### config.mk
export PLATFORM = sky130hd
export DESIGN_NAME = tblsc_slicer
export DESIGN_NICKNAME = d
export VERILOG_FILES = /design/src/shared/tblsc_pkg.sv /design/src/shared/tblsc_fifo_if.sv /design/src/logic/tblsc_fifo.sv /design/src/logic/tblsc_slicer.sv
export SDC_FILE = /design/constraint.sdc
export NUM_CORES = 1
export LEC_CHECK = 0
export ABC_AREA = 1
export BUFFER_PORTS_ARGS = -buffer_cell sky130_fd_sc_hd__buf_4
export CAP_MARGIN = 0
export CORE_UTILIZATION = 30
export CTS_CLUSTER_SIZE = 12
export DETAILED_ROUTE_END_ITERATION = 10
export GPL_TIMING_DRIVEN = 0
export PLACE_DENSITY_LB_ADDON = 0.2
export SLEW_MARGIN = 40
export SYNTH_ARGS = -nofsm -noshare
export SYNTH_HDL_FRONTEND = slang
export SYNTH_SLANG_ARGS = --single-unit
### constraint.sdc
create_clock -name i_ref_clk -period 11.36 [get_ports i_ref_clk]
set_input_delay 1.136 -clock i_ref_clk [delete_from_list [all_inputs] [get_ports i_ref_clk]]
set_output_delay 1.136 -clock i_ref_clk [all_outputs]
set_load 0.005 [all_outputs]
### src/shared/tblsc_pkg.sv
// Constants, register map and types of the two-bit level slicer control.
// Assumes a 40 MHz reference clock and an AXI4-Lite master with 32-bit data.
package tblsc_pkg;

  // ****************************************************************
  // Bus
  // ****************************************************************
  localparam int          ADDR_W      = 8;
  localparam int          DATA_W      = 32;
  localparam logic [7:0]  REG_CTRL    = 8'h00;
  localparam logic [7:0]  REG_STATUS  = 8'h04;
  localparam logic [1:0]  RESP_OKAY   = 2'h0;
  localparam logic [1:0]  RESP_SLVERR = 2'h2;

  // ****************************************************************
  // Control register fields
  // ****************************************************************
  localparam int          CTRL_EN_BIT = 0;
  localparam logic [31:0] CTRL_RESET  = 32'h0000_0001;

  // ****************************************************************
  // Status register fields
  // ****************************************************************
  localparam int          ST_PEAK_LSB   = 0;
  localparam int          ST_VALLEY_LSB = 8;
  localparam int          ST_MODE_LSB   = 16;
  localparam int          ST_INH_BIT    = 18;
  localparam int          ST_WIDE_BIT   = 19;
  localparam int          ST_SUPPLY_BIT = 20;
  localparam int          ST_CODE_LSB   = 22;
  localparam int          ST_OVF_BIT    = 24;

  // ****************************************************************
  // Tracking
  // ****************************************************************
  localparam int          LVL_W        = 8;
  localparam logic [7:0]  LEVEL_RESET  = 8'h80;
  localparam logic [7:0]  STEP_FAST    = 8'h04;
  localparam logic [7:0]  STEP_SLOW    = 8'h01;
  localparam logic [5:0]  DECAY_FAST   = 6'h0F;
  localparam logic [5:0]  DECAY_SLOW   = 6'h3F;
  localparam logic [10:0] HI_NUM       = 11'h005;
  localparam logic [10:0] SIXTH_DEN    = 11'h006;

  // ****************************************************************
  // Output codes {bit1, bit0}, Gray order from lowest to highest
  // ****************************************************************
  localparam int          CODE_W       = 2;
  localparam logic [1:0]  CODE_LOWEST  = 2'h0;
  localparam logic [1:0]  CODE_LOW     = 2'h2;
  localparam logic [1:0]  CODE_HIGH    = 2'h3;
  localparam logic [1:0]  CODE_HIGHEST = 2'h1;
  localparam int          FIFO_DEPTH   = 8;

  typedef enum logic [1:0] {
    MODE_STANDBY,
    MODE_FAST,
    MODE_HOLD,
    MODE_SLOW
  } tblsc_mode_t;

endpackage : tblsc_pkg

### src/shared/tblsc_fifo_if.sv
// Push and pop bundle between the slicer and its symbol FIFO.
// Assumes both ends run on the same clock.
`timescale 1ns/10ps
interface tblsc_fifo_if #(parameter int W = 2);
  logic [W-1:0] wdata;
  logic         wvalid;
  logic         wready;
  logic [W-1:0] rdata;
  logic         rvalid;
  logic         rready;

  modport fifo (input wdata, wvalid, rready,
                output wready, rdata, rvalid);
  modport user (output wdata, wvalid, rready,
                input wready, rdata, rvalid);
endinterface : tblsc_fifo_if

### src/logic/tblsc_fifo.sv
// Flip-flop FIFO with valid and ready on both sides.
// Assumes one clock and a synchronous active-low reset; depth a power of 2.
`timescale 1ns/10ps
module tblsc_fifo #(
  parameter int WIDTH = 2,
  parameter int DEPTH = 8
) (
  input  wire logic   i_ref_clk,
  input  wire logic   i_reset_n,
  tblsc_fifo_if.fifo  q
);
  localparam int PW = $clog2(DEPTH);
  localparam int CW = $clog2(DEPTH + 1);

  logic [WIDTH-1:0] mem_ff [DEPTH];
  logic [PW-1:0]    wr_ptr_ff;
  logic [PW-1:0]    rd_ptr_ff;
  logic [CW-1:0]    count_ff;
  logic             push;
  logic             pop;

  assign q.wready = (count_ff != CW'(DEPTH));
  assign q.rvalid = (count_ff != '0);
  assign q.rdata  = mem_ff[rd_ptr_ff];
  assign push     = q.wvalid & q.wready;
  assign pop      = q.rvalid & q.rready;

  // ****************************************************************
  // Storage and pointers
  // ****************************************************************
  always_ff @(posedge i_ref_clk) begin
    if (push) begin
      mem_ff[wr_ptr_ff] <= q.wdata;
    end
  end

  always_ff @(posedge i_ref_clk) begin
    if (!i_reset_n) begin
      wr_ptr_ff <= '0;
      rd_ptr_ff <= '0;
      count_ff  <= '0;
    end else begin
      if (push) begin
        wr_ptr_ff <= wr_ptr_ff + 1'b1;
      end
      if (pop) begin
        rd_ptr_ff <= rd_ptr_ff + 1'b1;
      end
      if (push && !pop) begin
        count_ff <= count_ff + 1'b1;
      end else if (pop && !push) begin
        count_ff <= count_ff - 1'b1;
      end
    end
  end
endmodule : tblsc_fifo

### src/logic/tblsc_slicer.sv
// Two-bit level slicer control: mode decode, peak and valley tracking,
// Gray symbol coding into a FIFO, analog steering and AXI4-Lite registers.
// Assumes the symbol clock and all pins are synchronous to i_ref_clk.
`timescale 1ns/10ps
module tblsc_slicer (
  input  wire logic        i_ref_clk,
  input  wire logic        i_reset_n,
  input  wire logic        i_sym_clk,
  input  wire logic        i_mode_select_bit0,
  input  wire logic        i_mode_select_bit1,
  input  wire logic        i_track_inhibit,
  input  wire logic        i_filter_band_select,
  input  wire logic        i_supply_select,
  input  wire logic [7:0]  i_baseband_analog_in,
  input  wire logic        i_level_ready,
  output logic             o_level_code_bit0,
  output logic             o_level_code_bit1,
  output logic             o_level_valid,
  output logic             o_filter_wide_bw,
  output logic             o_charge_pump_en,
  output logic             o_gain_low_sel,
  output logic             o_standby,
  input  wire logic [7:0]  i_awaddr,
  input  wire logic [2:0]  i_awprot,
  input  wire logic        i_awvalid,
  output logic             o_awready,
  input  wire logic [31:0] i_wdata,
  input  wire logic [3:0]  i_wstrb,
  input  wire logic        i_wvalid,
  output logic             o_wready,
  output logic [1:0]       o_bresp,
  output logic             o_bvalid,
  input  wire logic        i_bready,
  input  wire logic [7:0]  i_araddr,
  input  wire logic [2:0]  i_arprot,
  input  wire logic        i_arvalid,
  output logic             o_arready,
  output logic [31:0]      o_rdata,
  output logic [1:0]       o_rresp,
  output logic             o_rvalid,
  input  wire logic        i_rready
);
  tblsc_fifo_if #(.W(tblsc_pkg::CODE_W)) fq ();

  logic                 sym_clk_d_ff;
  logic                 fall_en;
  logic                 trk_en_ff;
  tblsc_pkg::tblsc_mode_t mode_ff;
  logic [1:0]           mode_pins_ff;
  logic                 inhibit_ff;
  logic [7:0]           sample_ff;
  logic [7:0]           peak_ff;
  logic [7:0]           valley_ff;
  logic [7:0]           nxt_peak;
  logic [7:0]           nxt_valley;
  logic [5:0]           decay_cnt_ff;
  logic [5:0]           decay_period;
  logic                 decay_tick;
  logic [7:0]           step;
  logic [7:0]           span;
  logic [10:0]          span5;
  logic [8:0]           thr_lo;
  logic [8:0]           thr_mid;
  logic [8:0]           thr_hi;
  logic [1:0]           nxt_code;
  logic [1:0]           last_code_ff;
  logic                 sample_go;
  logic                 push;
  logic                 track_go;
  logic [31:0]          ctrl_ff;
  logic                 ovf_ff;
  logic [7:0]           awaddr_ff;
  logic [31:0]          wdata_ff;
  logic [3:0]           wstrb_ff;
  logic                 aw_got_ff;
  logic                 w_got_ff;
  logic                 wr_commit;
  logic                 ovf_clear;
  logic [31:0]          status_word;
  logic [31:0]          nxt_rdata;
  logic [1:0]           nxt_rresp;

  // ****************************************************************
  // Symbol clock falling edge and input latching
  // ****************************************************************
  assign fall_en = sym_clk_d_ff & !i_sym_clk;

  always_ff @(posedge i_ref_clk) begin
    if (!i_reset_n) begin
      sym_clk_d_ff <= 1'b0;
      trk_en_ff    <= 1'b0;
    end else begin
      sym_clk_d_ff <= i_sym_clk;
      trk_en_ff    <= fall_en;
    end
  end

  always_ff @(posedge i_ref_clk) begin
    if (!i_reset_n) begin
      mode_ff          <= tblsc_pkg::MODE_STANDBY;
      mode_pins_ff     <= 2'h0;
      inhibit_ff       <= 1'b1;
      sample_ff        <= 8'h00;
      o_filter_wide_bw <= 1'b0;
    end else if (fall_en) begin
      mode_pins_ff     <= {i_mode_select_bit1, i_mode_select_bit0};
      unique case ({i_mode_select_bit0, i_mode_select_bit1})
        2'h0: mode_ff <= tblsc_pkg::MODE_STANDBY;
        2'h1: mode_ff <= tblsc_pkg::MODE_FAST;
        2'h2: mode_ff <= tblsc_pkg::MODE_HOLD;
        2'h3: mode_ff <= tblsc_pkg::MODE_SLOW;
      endcase
      inhibit_ff       <= i_track_inhibit;
      sample_ff        <= i_baseband_analog_in;
      o_filter_wide_bw <= i_filter_band_select;
    end
  end

  // Supply select acts one reference clock later, not on the symbol clock
  always_ff @(posedge i_ref_clk) begin
    if (!i_reset_n) begin
      o_charge_pump_en <= 1'b0;
      o_gain_low_sel   <= 1'b0;
      o_standby        <= 1'b1;
    end else begin
      o_charge_pump_en <= i_supply_select;
      o_gain_low_sel   <= i_supply_select;
      o_standby        <= (mode_ff == tblsc_pkg::MODE_STANDBY);
    end
  end

  // ****************************************************************
  // Peak and valley tracking
  // ****************************************************************
  assign sample_go = trk_en_ff & ctrl_ff[tblsc_pkg::CTRL_EN_BIT]
                   & (mode_ff != tblsc_pkg::MODE_STANDBY);
  assign push      = sample_go & fq.wready;
  assign track_go  = push & !inhibit_ff
                   & ((mode_ff == tblsc_pkg::MODE_FAST)
                   | (mode_ff == tblsc_pkg::MODE_SLOW));
  assign step = (mode_ff == tblsc_pkg::MODE_FAST) ? tblsc_pkg::STEP_FAST
                                                  : tblsc_pkg::STEP_SLOW;
  assign decay_period = (mode_ff == tblsc_pkg::MODE_FAST) ?
                        tblsc_pkg::DECAY_FAST : tblsc_pkg::DECAY_SLOW;
  assign decay_tick = (decay_cnt_ff >= decay_period);

  always_comb begin
    nxt_peak   = peak_ff;
    nxt_valley = valley_ff;
    if (track_go) begin
      if (sample_ff > peak_ff) begin
        nxt_peak = (sample_ff - peak_ff > step) ? peak_ff + step : sample_ff;
      end else if (decay_tick && peak_ff > valley_ff) begin
        nxt_peak = peak_ff - 8'h01;
      end
      if (sample_ff < valley_ff) begin
        nxt_valley = (valley_ff - sample_ff > step) ? valley_ff - step
                                                    : sample_ff;
      end else if (decay_tick && valley_ff < peak_ff) begin
        nxt_valley = valley_ff + 8'h01;
      end
    end
  end

  always_ff @(posedge i_ref_clk) begin
    if (!i_reset_n) begin
      peak_ff      <= tblsc_pkg::LEVEL_RESET;
      valley_ff    <= tblsc_pkg::LEVEL_RESET;
      decay_cnt_ff <= 6'h00;
    end else if (track_go) begin
      peak_ff      <= nxt_peak;
      valley_ff    <= nxt_valley;
      decay_cnt_ff <= decay_tick ? 6'h00 : decay_cnt_ff + 6'h01;
    end
  end

  // ****************************************************************
  // Gray coding against the tracked span
  // ****************************************************************
  assign span    = (peak_ff > valley_ff) ? peak_ff - valley_ff : 8'h00;
  assign span5   = {3'h0, span} * tblsc_pkg::HI_NUM;
  assign thr_lo  = {1'b0, valley_ff}
                 + {1'b0, 8'(span / tblsc_pkg::SIXTH_DEN)};
  assign thr_mid = {1'b0, valley_ff} + {2'h0, span[7:1]};
  assign thr_hi  = {1'b0, valley_ff}
                 + {1'b0, 8'(span5 / tblsc_pkg::SIXTH_DEN)};

  always_comb begin
    if ({1'b0, sample_ff} >= thr_hi) begin
      nxt_code = tblsc_pkg::CODE_HIGHEST;
    end else if ({1'b0, sample_ff} >= thr_mid) begin
      nxt_code = tblsc_pkg::CODE_HIGH;
    end else if ({1'b0, sample_ff} >= thr_lo) begin
      nxt_code = tblsc_pkg::CODE_LOW;
    end else begin
      nxt_code = tblsc_pkg::CODE_LOWEST;
    end
  end

  assign fq.wdata  = nxt_code;
  assign fq.wvalid = sample_go;
  assign fq.rready = !o_level_valid | i_level_ready;

  tblsc_fifo #(
    .WIDTH (tblsc_pkg::CODE_W),
    .DEPTH (tblsc_pkg::FIFO_DEPTH)
  ) u_fifo (
    .i_ref_clk (i_ref_clk),
    .i_reset_n (i_reset_n),
    .q         (fq.fifo)
  );

  always_ff @(posedge i_ref_clk) begin
    if (!i_reset_n) begin
      o_level_code_bit0 <= 1'b0;
      o_level_code_bit1 <= 1'b0;
      o_level_valid     <= 1'b0;
    end else if (fq.rready) begin
      o_level_code_bit0 <= fq.rdata[0];
      o_level_code_bit1 <= fq.rdata[1];
      o_level_valid     <= fq.rvalid;
    end
  end

  always_ff @(posedge i_ref_clk) begin
    if (!i_reset_n) begin
      last_code_ff <= tblsc_pkg::CODE_LOWEST;
    end else if (push) begin
      last_code_ff <= nxt_code;
    end
  end

  // ****************************************************************
  // AXI4-Lite write channel
  // ****************************************************************
  assign wr_commit = aw_got_ff & w_got_ff & !o_bvalid;
  assign ovf_clear = wr_commit & (awaddr_ff == tblsc_pkg::REG_STATUS)
                   & wstrb_ff[3] & wdata_ff[tblsc_pkg::ST_OVF_BIT];

  always_ff @(posedge i_ref_clk) begin
    if (!i_reset_n) begin
      o_awready <= 1'b0;
      o_wready  <= 1'b0;
      o_bvalid  <= 1'b0;
      o_bresp   <= tblsc_pkg::RESP_OKAY;
      aw_got_ff <= 1'b0;
      w_got_ff  <= 1'b0;
      awaddr_ff <= 8'h00;
      wdata_ff  <= 32'h0000_0000;
      wstrb_ff  <= 4'h0;
    end else begin
      if (!o_awready && !aw_got_ff && !o_bvalid) begin
        o_awready <= 1'b1;
      end
      if (!o_wready && !w_got_ff && !o_bvalid) begin
        o_wready <= 1'b1;
      end
      if (o_awready && i_awvalid) begin
        o_awready <= 1'b0;
        aw_got_ff <= 1'b1;
        awaddr_ff <= i_awaddr;
      end
      if (o_wready && i_wvalid) begin
        o_wready <= 1'b0;
        w_got_ff <= 1'b1;
        wdata_ff <= i_wdata;
        wstrb_ff <= i_wstrb;
      end
      if (wr_commit) begin
        aw_got_ff <= 1'b0;
        w_got_ff  <= 1'b0;
        o_bvalid  <= 1'b1;
        o_bresp   <= (awaddr_ff == tblsc_pkg::REG_CTRL ||
                      awaddr_ff == tblsc_pkg::REG_STATUS) ?
                     tblsc_pkg::RESP_OKAY : tblsc_pkg::RESP_SLVERR;
      end
      if (o_bvalid && i_bready) begin
        o_bvalid <= 1'b0;
      end
    end
  end

  always_ff @(posedge i_ref_clk) begin
    if (!i_reset_n) begin
      ctrl_ff <= tblsc_pkg::CTRL_RESET;
    end else if (wr_commit && awaddr_ff == tblsc_pkg::REG_CTRL) begin
      for (int b = 0; b < 4; b++) begin
        if (wstrb_ff[b]) begin
          ctrl_ff[b*8 +: 8] <= wdata_ff[b*8 +: 8];
        end
      end
    end
  end

  // Lost samples win over a clear in the same cycle
  always_ff @(posedge i_ref_clk) begin
    if (!i_reset_n) begin
      ovf_ff <= 1'b0;
    end else if (sample_go && !fq.wready) begin
      ovf_ff <= 1'b1;
    end else if (ovf_clear) begin
      ovf_ff <= 1'b0;
    end
  end

  // ****************************************************************
  // AXI4-Lite read channel
  // ****************************************************************
  always_comb begin
    status_word = 32'h0000_0000;
    status_word[tblsc_pkg::ST_PEAK_LSB +: 8]   = peak_ff;
    status_word[tblsc_pkg::ST_VALLEY_LSB +: 8] = valley_ff;
    status_word[tblsc_pkg::ST_MODE_LSB +: 2]   = mode_pins_ff;
    status_word[tblsc_pkg::ST_INH_BIT]         = inhibit_ff;
    status_word[tblsc_pkg::ST_WIDE_BIT]        = o_filter_wide_bw;
    status_word[tblsc_pkg::ST_SUPPLY_BIT]      = o_charge_pump_en;
    status_word[tblsc_pkg::ST_CODE_LSB +: 2]   = last_code_ff;
    status_word[tblsc_pkg::ST_OVF_BIT]         = ovf_ff;
    nxt_rresp = tblsc_pkg::RESP_OKAY;
    unique case (i_araddr)
      tblsc_pkg::REG_CTRL:   nxt_rdata = ctrl_ff;
      tblsc_pkg::REG_STATUS: nxt_rdata = status_word;
      default: begin
        nxt_rdata = 32'h0000_0000;
        nxt_rresp = tblsc_pkg::RESP_SLVERR;
      end
    endcase
  end

  always_ff @(posedge i_ref_clk) begin
    if (!i_reset_n) begin
      o_arready <= 1'b0;
      o_rvalid  <= 1'b0;
      o_rdata   <= 32'h0000_0000;
      o_rresp   <= tblsc_pkg::RESP_OKAY;
    end else begin
      if (!o_arready && !o_rvalid) begin
        o_arready <= 1'b1;
      end
      if (o_arready && i_arvalid) begin
        o_arready <= 1'b0;
        o_rvalid  <= 1'b1;
        o_rdata   <= nxt_rdata;
        o_rresp   <= nxt_rresp;
      end
      if (o_rvalid && i_rready) begin
        o_rvalid <= 1'b0;
      end
    end
  end
endmodule : tblsc_slicer

==> results of run 1 <==
-- worst max path at each step --
stage                                          from  cells past startpoint                            to  slack, ns
after floorplan             peak_ff[0]$_SDFFE_PN0P_                     49  last_code_ff[0]$_SDFFE_PN0P_       4.09
after global placement    valley_ff[6]$_SDFFE_PN0P_                     47  last_code_ff[0]$_SDFFE_PN0P_       2.51
after detailed placement  valley_ff[6]$_SDFFE_PN0P_                     47  last_code_ff[0]$_SDFFE_PN0P_       2.46
after CTS                 valley_ff[6]$_SDFFE_PN0P_                     47  last_code_ff[0]$_SDFFE_PN0P_       2.39
after global routing      valley_ff[6]$_SDFFE_PN0P_                     47  last_code_ff[0]$_SDFFE_PN0P_       2.02
final                     valley_ff[6]$_SDFFE_PN0P_                     47  last_code_ff[0]$_SDFFE_PN0P_       2.77
-- cell usage in the layout (no fill, tap or decap), drive strengths merged, types with 14 or more instances in the layout --
cell and instances:
dfxtp 173, a21oi 124, nor3 14, nor2 184, edfxtp 16, inv 169
nand2 233, ha 101, clkinv 14, xor2 42, clkbuf 66, a31oi 35
o21ai 155, nand3 71, buf 122
-- routing by layer --
metal / global-route usage (%) / wire [µm] / up-vias
met5: 0 / 0 / -
met4: 6.88 / 974 / 0
met3: 3.11 / 1530 / 46
met2: 28.4 / 14700 / 235
met1: 21.3 / 15000 / 4636
li1: - / - / 5298
-- cells by family (layout without fill, tap and decap cells) --
| logic type | after synthesis | after routing | share of synthesized area (%) |
|---|---|---|---|
| AND/OR/NAND/NOR | 529 | 529 | 20.7 |
| XOR/XNOR | 53 | 53 | 4.21 |
| AO/OA/AOI/OAI | 383 | 383 | 19.6 |
| flip-flops | 189 | 189 | 35.2 |
| other | 1 | 2 | 0.0334 |
| buffers and inverters | 223 | 372 | 7.59 |
| adder cells (fa/ha/maj) | 109 | 109 | 12.7 |
-- sequential cells by signal, indices dropped and copies added, names as in the netlist, 2 cells and up --
name / flops
ctrl_ff: 32
o_rdata: 32
wdata_ff: 32
u_fifo.mem_ff: 16
awaddr_ff: 8
peak_ff: 8
sample_ff: 8
valley_ff: 8
decay_cnt_ff: 6
u_fifo.count_ff: 4
wstrb_ff: 4
u_fifo.rd_ptr_ff: 3
u_fifo.wr_ptr_ff: 3
last_code_ff: 2
mode_ff: 2
mode_pins_ff: 2
-- worst max-delay path: cells and delay by family, from the launching register on --
kind,cells,cell delay (ns)
flip-flops,1,0.66
AND/OR/NAND/NOR,22,2.15
AO/OA/AOI/OAI,14,2.62
adder cells (fa/ha/maj),6,2.08
buffers and inverters,4,0.64
XOR/XNOR,1,0.30
-- final cells by class --
class                           instances  area, µm²
Tap cell                              468        586
Sequential cell                       189       3940
Clock inverter                         13        129
Fill cell                            3871      23400
Buffer                                 52        206
Multi-Input combinational cell       1076       6430
Inverter                              171        644
Clock buffer                           18        429
Timing Repair Buffer                  118        886
-- power by group --
part	switching (W)	leakage, nW	internal (W)
combinational	0.000149	3.94	0.000107
clock	0.000287	0.275	0.000291
sequential	0.0000298	1.56	0.000710
-- stage by stage --
step	hold slack (ns)	util (%)
5_1_grt	0.480	36.1
6_report	0.456	36.1
2_1_floorplan	0.429	-
4_1_cts	0.458	36.1
3_3_place_gp	0.444	34.6
3_5_place_dp	0.448	34.6
==> summary.md, run 1 <==
| Metric | Value |
|---|---|
| Async set or reset register ratio after synthesis | 0% |
| Sequential share of the synthesized area | between 30% and 40% |
| FF-to-FF setup slack | about 2.8 ns |
| Die H | a little under 200 µm |
| Post-DR wirelength/cell | 15.3 µm |
| Area after DPL | approximately 0.013 mm² |
| Setup TNS | 0 ns |
| VDD IR-drop max | between 0.00009 and 0.0001 V |
| Reg-to-reg critical path endpoint | last_code_ff[0]$_SDFFE_PN0P_ |
| Clk slew on worst S/H paths | 0.07 ns |
| Post-route cell area | between 0.01 and 0.015 mm² |
| CP required | around 12 ns |
| Drt total wl | between 30 and 40 mm |
| CTS Hold Bufs | 0 |
| Slew Limit Headroom | 46.7% |
| Worst slew pin tran | 0.800 ns |
| PwrDens | around 120 mW/mm² |
| Syn Inst Count | 1487 |
| WP data arrival | ~8.9 ns |
| Unrepaired setup endpoints after global routing | no |
| Core Region | around 0.037 mm² |
| TritonCTS buffer count | 17 |
| Max_cap viols | 0 |
| Top FF cell, synth | dfxtp_1 |
| Post-DR vias/cell | ~4.9 |
| Hold Path End | ctrl_ff[28]$_SDFFE_PN0P_ |
| Diode count | 0 |
| DR vias | about 10000 |
| CTS max path bufs | 2 |
| First-pass GRT wire length | slightly above 50 mm |
| Setup crit end kind | flip-flop |
| Post-synth top area cell | dfxtp_1 |
| Die X | a little under 200 µm |
| Clock skew | 0.0195 ns |
| F_max | 0.116 GHz |
| Detailed Place HPWL | between 20 and 30 mm |
| Postcts setup bufs | 0 |
| Hold path depth | 2 |
| Outcome | complete, no violations |
| Std-Cell Rows | 70 |
| Root Buffer | clkbuf_16 |
| # IOs | about 130 |
| Power after layout | between 0.0015 and 0.002 W |
| Origin of the critical flop-to-flop path | valley_ff[6]$_SDFFE_PN0P_ |
| Period utilization | 75.6% |
| Top cells by area, synth | dfxtp_1 (31%), ha_1 (11%), nand2_1 (7.2%), o21ai_0 (6.7%), nor2_1 (6.0%) |
| Clock sink count | between 150 and 200 |
| Period minus WS final | ~8.6 ns |
| Nets | between 1500 and 2000 |
| Area share of the largest cell type after synthesis | a little under a third |
| Synthesis Warnings | 0 |
| Drt drc | 0 |
| IO buf count | between 100 and 150 |
| Synthesized cell area | roughly 0.011 mm² |
| Worst-case reg-to-reg path depth | 47 |
| Worst setup margin | between 2 and 3 ns |
| Dpl cells | 2074 |
| Vias in the first global route | about 9800 |
| Max-slew violations | 0 |
| TritonCTS clock tree | yes |
| Initial antenna violation count | 0 |
| GRT overflow | 0 |
| Worst-path maximum fanout | 9 |
| Non-filler cells, final | between 2000 and 2500 |
| Area Growth Syn to Fin | 18.2% |
| HP Class | reg -> reg |
| Seq cells post-synth | 189 |
| Hold Path Origin | ctrl_ff[28]$_SDFFE_PN0P_ |
| Slowest Stage Delay on Critical Path | between 0.6 and 0.7 ns |
| Initial Util | between 30% and 40% |
| H-tree depth | 4 |
| Setup Viol. Count Final | 0 |
| Critical path type | reg -> reg |
| Largest net degree at the start of global routing | 20 |
| Pre-antenna DRT Iters | 5 |
| PostCTS Resize Cnt | 0 |
| Final Hold Vio Count | 0 |
| Worst skew pair latency | between 0.4 and 0.5 ns |
| Post-synth EDFFs | 16 |
| GRT Total Usage | 16.9% |
| Post-route antenna net violation count | 0 |
| Synth cell count leaders | nand2_1 (215), nor2_1 (179), dfxtp_1 (173), inv_1 (155), o21ai_0 (151) |
| Syn_area_per_cell | ~7.5 µm² |
| Slowest CP cell | dfxtp_1 |
| Die area | about 0.038 mm² |
| Share of layout cells above drive strength 1 | ~13% |
| Yosys cell types | between 60 and 70 |
| Critical path's most frequent cell | nand2_1 |
| CP Launch Type | flip-flop |
| Initial drt markers | roughly 540 |
| Leak pwr | roughly 5.8 nW |
| Count leader, synth | nand2_1 |
| DP Worst Slack | between 2 and 2.5 ns |
| Gpl congestion | between 0.8 and 0.9 |
(Power assumes the default switching activity.)
==> inputs of run 2 (changes only) <==
--- a/config.mk
+++ b/config.mk
@@ -5,7 +5,7 @@
 export SDC_FILE = /design/constraint.sdc
 export NUM_CORES = 1
 export LEC_CHECK = 0
-export ABC_AREA = 1
+export ABC_AREA = 0
 export BUFFER_PORTS_ARGS = -buffer_cell sky130_fd_sc_hd__buf_4
 export CAP_MARGIN = 0
 export CORE_UTILIZATION = 30
==> constraint.sdc (replaced) <==
create_clock -name i_ref_clk -period 7.01 [get_ports i_ref_clk]
set_input_delay 0.701 -clock i_ref_clk [delete_from_list [all_inputs] [get_ports i_ref_clk]]
set_output_delay 0.701 -clock i_ref_clk [all_outputs]
set_load 0.005 [all_outputs]
==> summary.md, run 2 <==
| Metric | Value |
|---|---|
| Outcome | finished with violations |
| Failing checks | setup timing |
| Slew Limit Headroom | 45.4% |
| GRT Total Usage | between 10% and 20% |
| Clk slew on worst S/H paths | about 0.08 ns |
| Sequential share of the synthesized area | roughly a third |
| Leak pwr | between 6 and 7 nW |
| Root Buffer | clkbuf_16 |
| Critical path's most frequent cell | a21o_1 |
| Period minus WS final | approximately 7.7 ns |
| H-tree depth | 4 |
| Post-synth top area cell | dfxtp_1 |
| Period utilization | 110% |
| Unrepaired setup endpoints after global routing | yes |
| Slowest Stage Delay on Critical Path | 0.48 ns |
| PwrDens | between 150 and 200 mW/mm² |
| Max-slew violations | 0 |
| Syn_area_per_cell | approximately 8.4 µm² |
| F_max | 0.130 GHz |
| Critical path type | reg -> reg |
| Top FF cell, synth | dfxtp_1 |
| Final Hold Vio Count | 0 |
| Die X | 206 µm |
| Worst slew pin tran | a little over 0.8 ns |
| Drt drc | 0 |
| Initial drt markers | just under 600 |
| Initial Util | a little under a third |
| Seq cells post-synth | between 150 and 200 |
| Synth cell count leaders | nand2_1 (235), dfxtp_1 (173), a21boi_0 (104), ha_1 (101), o21ai_0 (78) |
| Non-filler cells, final | approximately 2200 |
| Post-synth EDFFs | 16 |
| TritonCTS clock tree | yes |
| Yosys cell types | 90 |
| HP Class | in -> reg |
| Setup Viol. Count Final | 18 |
| Pre-antenna DRT Iters | 5 |
| Vias in the first global route | around 11000 |
| Largest net degree at the start of global routing | 21 |
| Commonest non-fill, non-tap cell in the layout | nand2_1 |
| Drt total wl | between 30 and 40 mm |
| Synthesized cell area | roughly 0.012 mm² |
| Clock skew | roughly 0.019 ns |
| Worst-path maximum fanout | 5 |
| Core Region | 0.0409 mm² |
| Die H | 206 µm |
| Count leader, synth | nand2_1 |
| Syn Inst Count | 1485 |
| Dpl cells | ~2100 |
| CP required | between 7 and 8 ns |
| Die area | 0.0425 mm² |
| Slowest CP cell | fa_1 |
| Post-route antenna net violation count | 0 |
| WP data arrival | 7.91 ns |
| Area Growth Syn to Fin | 27.7% |
| Post-DR wirelength/cell | between 15 and 20 µm |
| Std-Cell Rows | 74 |
| Setup crit end kind | flip-flop |
| Commonest non-fill, non-tap cells in the layout | nand2_1 (232), buf_4 (167), dfxtp_1 (159), a21boi_0 (103), ha_1 (83) |
| First-pass GRT wire length | about 60 mm |
| Area share of the largest cell type after synthesis | 27.7% |
| CTS max path bufs | 2 |
| Fillcell total | 4117 |
| Top cells by area, synth | dfxtp_1 (28%), ha_1 (10%), nand2_1 (7.1%), a21boi_0 (6.3%), mux2i_1 (4.0%) |
| DR vias | roughly 11000 |
| VDD IR-drop max | between 0.0001 and 0.00015 V |
| Post-DR vias/cell | approximately 5.1 |
| Initial antenna violation count | 0 |
| CP Launch Type | flip-flop |
| Power after layout | approximately 0.0026 W |
| Gpl congestion | about 0.82 |
| Biggest regs | ctrl_ff: 32 flops, o_rdata: 32 flops, wdata_ff: 32 flops |
| Setup TNS | -12.00 ns |
| Worst skew pair latency | 0.44 ns |
| TritonCTS buffer count | 17 |
| Nets | about 1900 |
| Clock sink count | ~190 |
| Synthesis Warnings | 0 |
| IO buf count | roughly 120 |
| Max_cap viols | 0 |
| Diode count | 0 |
| GRT overflow | 0 |
| # IOs | ~130 |
| Worst setup margin | -0.709 ns |
| Detailed Place HPWL | around 28 mm |
| Share of layout cells above drive strength 1 | ~21% |
| Async set or reset register ratio after synthesis | 0% |
==> run 2: cell types whose count changed after synthesis, moves of 17 or more <==
cell / change
xor2_1: -25
o21ai_0: -73
a21boi_0: +101
mux2i_1: +50
a21oi_1: -69
inv_1: -91
nand2_2: -17
a31oi_1: -27
a21o_1: +35
nor2_1: -107
nand2_1: +20
xnor2_1: +30
==> run 2: layout make-up <==
type,count,area [µm²],area share [%]
plain buffers,71,355,2.23
clock buffers,17,425,2.67
clock inverters,15,185,1.16
inverters,67,294,1.84
multi-input cells,1158,8670,54.4
flip-flops and latches,189,3990,25.0
well taps,532,666,4.17
repair buffers,173,1360,8.52
==> run 2: power by group <==
| part | internal, W | leakage [nW] | switching, W |
|---|---|---|---|
| registers | 0.00113 | 1.56 | 0.0000429 |
| logic | 0.000188 | 4.36 | 0.000193 |
| clock network | 0.000519 | 0.300 | 0.000495 |
==> run 2: metrics by stage <==
| step | hold slack [ns] | util (%) | instance area [µm²] | worst slack [ns] |
|---|---|---|---|---|
| after floorplan | 0.443 | - | 12900 | -0.300 |
| after global placement | 0.440 | 35.4 | 14500 | -1.47 |
| after detailed placement | 0.449 | 35.4 | 14500 | -1.49 |
| after CTS | 0.451 | 38.5 | 15800 | -0.736 |
| after global routing | 0.467 | 39.0 | 15900 | -1.00 |
| final | 0.460 | 39.0 | 15900 | -0.709 |
==> run 2: logic make-up (layout without fill, tap and decap cells) <==
logic type	count (synthesis)	after routing	synth area share, %
fa+ha+maj	110	110	11.5
compound gates	414	415	23.7
xor+xnor	59	59	4.31
simple gates	512	512	19.2
buf+inv	140	343	4.39
mux	60	60	5.27
other cells	1	2	0.0300
flops	189	189	31.6
==> run 2: critical path, delay by kind of cell (launching register included) <==
family	cells	cell delay, ns
adders and majority gates	8	2.06
DFF	1	0.36
xor gates and xnor gates	1	0.35
buffers and inverters	8	0.80
AOI/OAI and AO/OA	17	3.41
and+or+nand+nor	4	0.46
==> run 2: routing by layer <==
metal  share of wire, %  vias up  GRT usage (%)
li1                   -     5734              -
met1                 50     5314           25.0
met2                 45      244           28.5
met3                3.6       42           2.57
met4                1.8        0           4.99
met5                  0        -              0
==> run 2: what timing repair did <==
item                                    4_1_cts  5_1_grt
hold buffers                                  0        0
setup buffers                                46       10
hold endpoints to repair                      0        0
gates resized for setup                      58       30
cloned                                        1        0
pin swaps                                    43       25
endpoints found under the setup margin       18       18
==> run 2: worst paths after layout <==
path                            startpoint                             to  slack (ns)  depth (start not counted)
hold / removal             i_supply_select      o_gain_low_sel$_SDFF_PN0_        0.46                          2
hold reg to reg   ctrl_ff[11]$_SDFFE_PN0P_       ctrl_ff[11]$_SDFFE_PN0P_        0.47                          2
setup reg to reg   peak_ff[0]$_SDFFE_PN0P_  u_fifo.mem_ff[5][0]$_DFFE_PP_       -0.71                         38
setup / recovery   peak_ff[0]$_SDFFE_PN0P_  u_fifo.mem_ff[5][0]$_DFFE_PP_       -0.71                         38
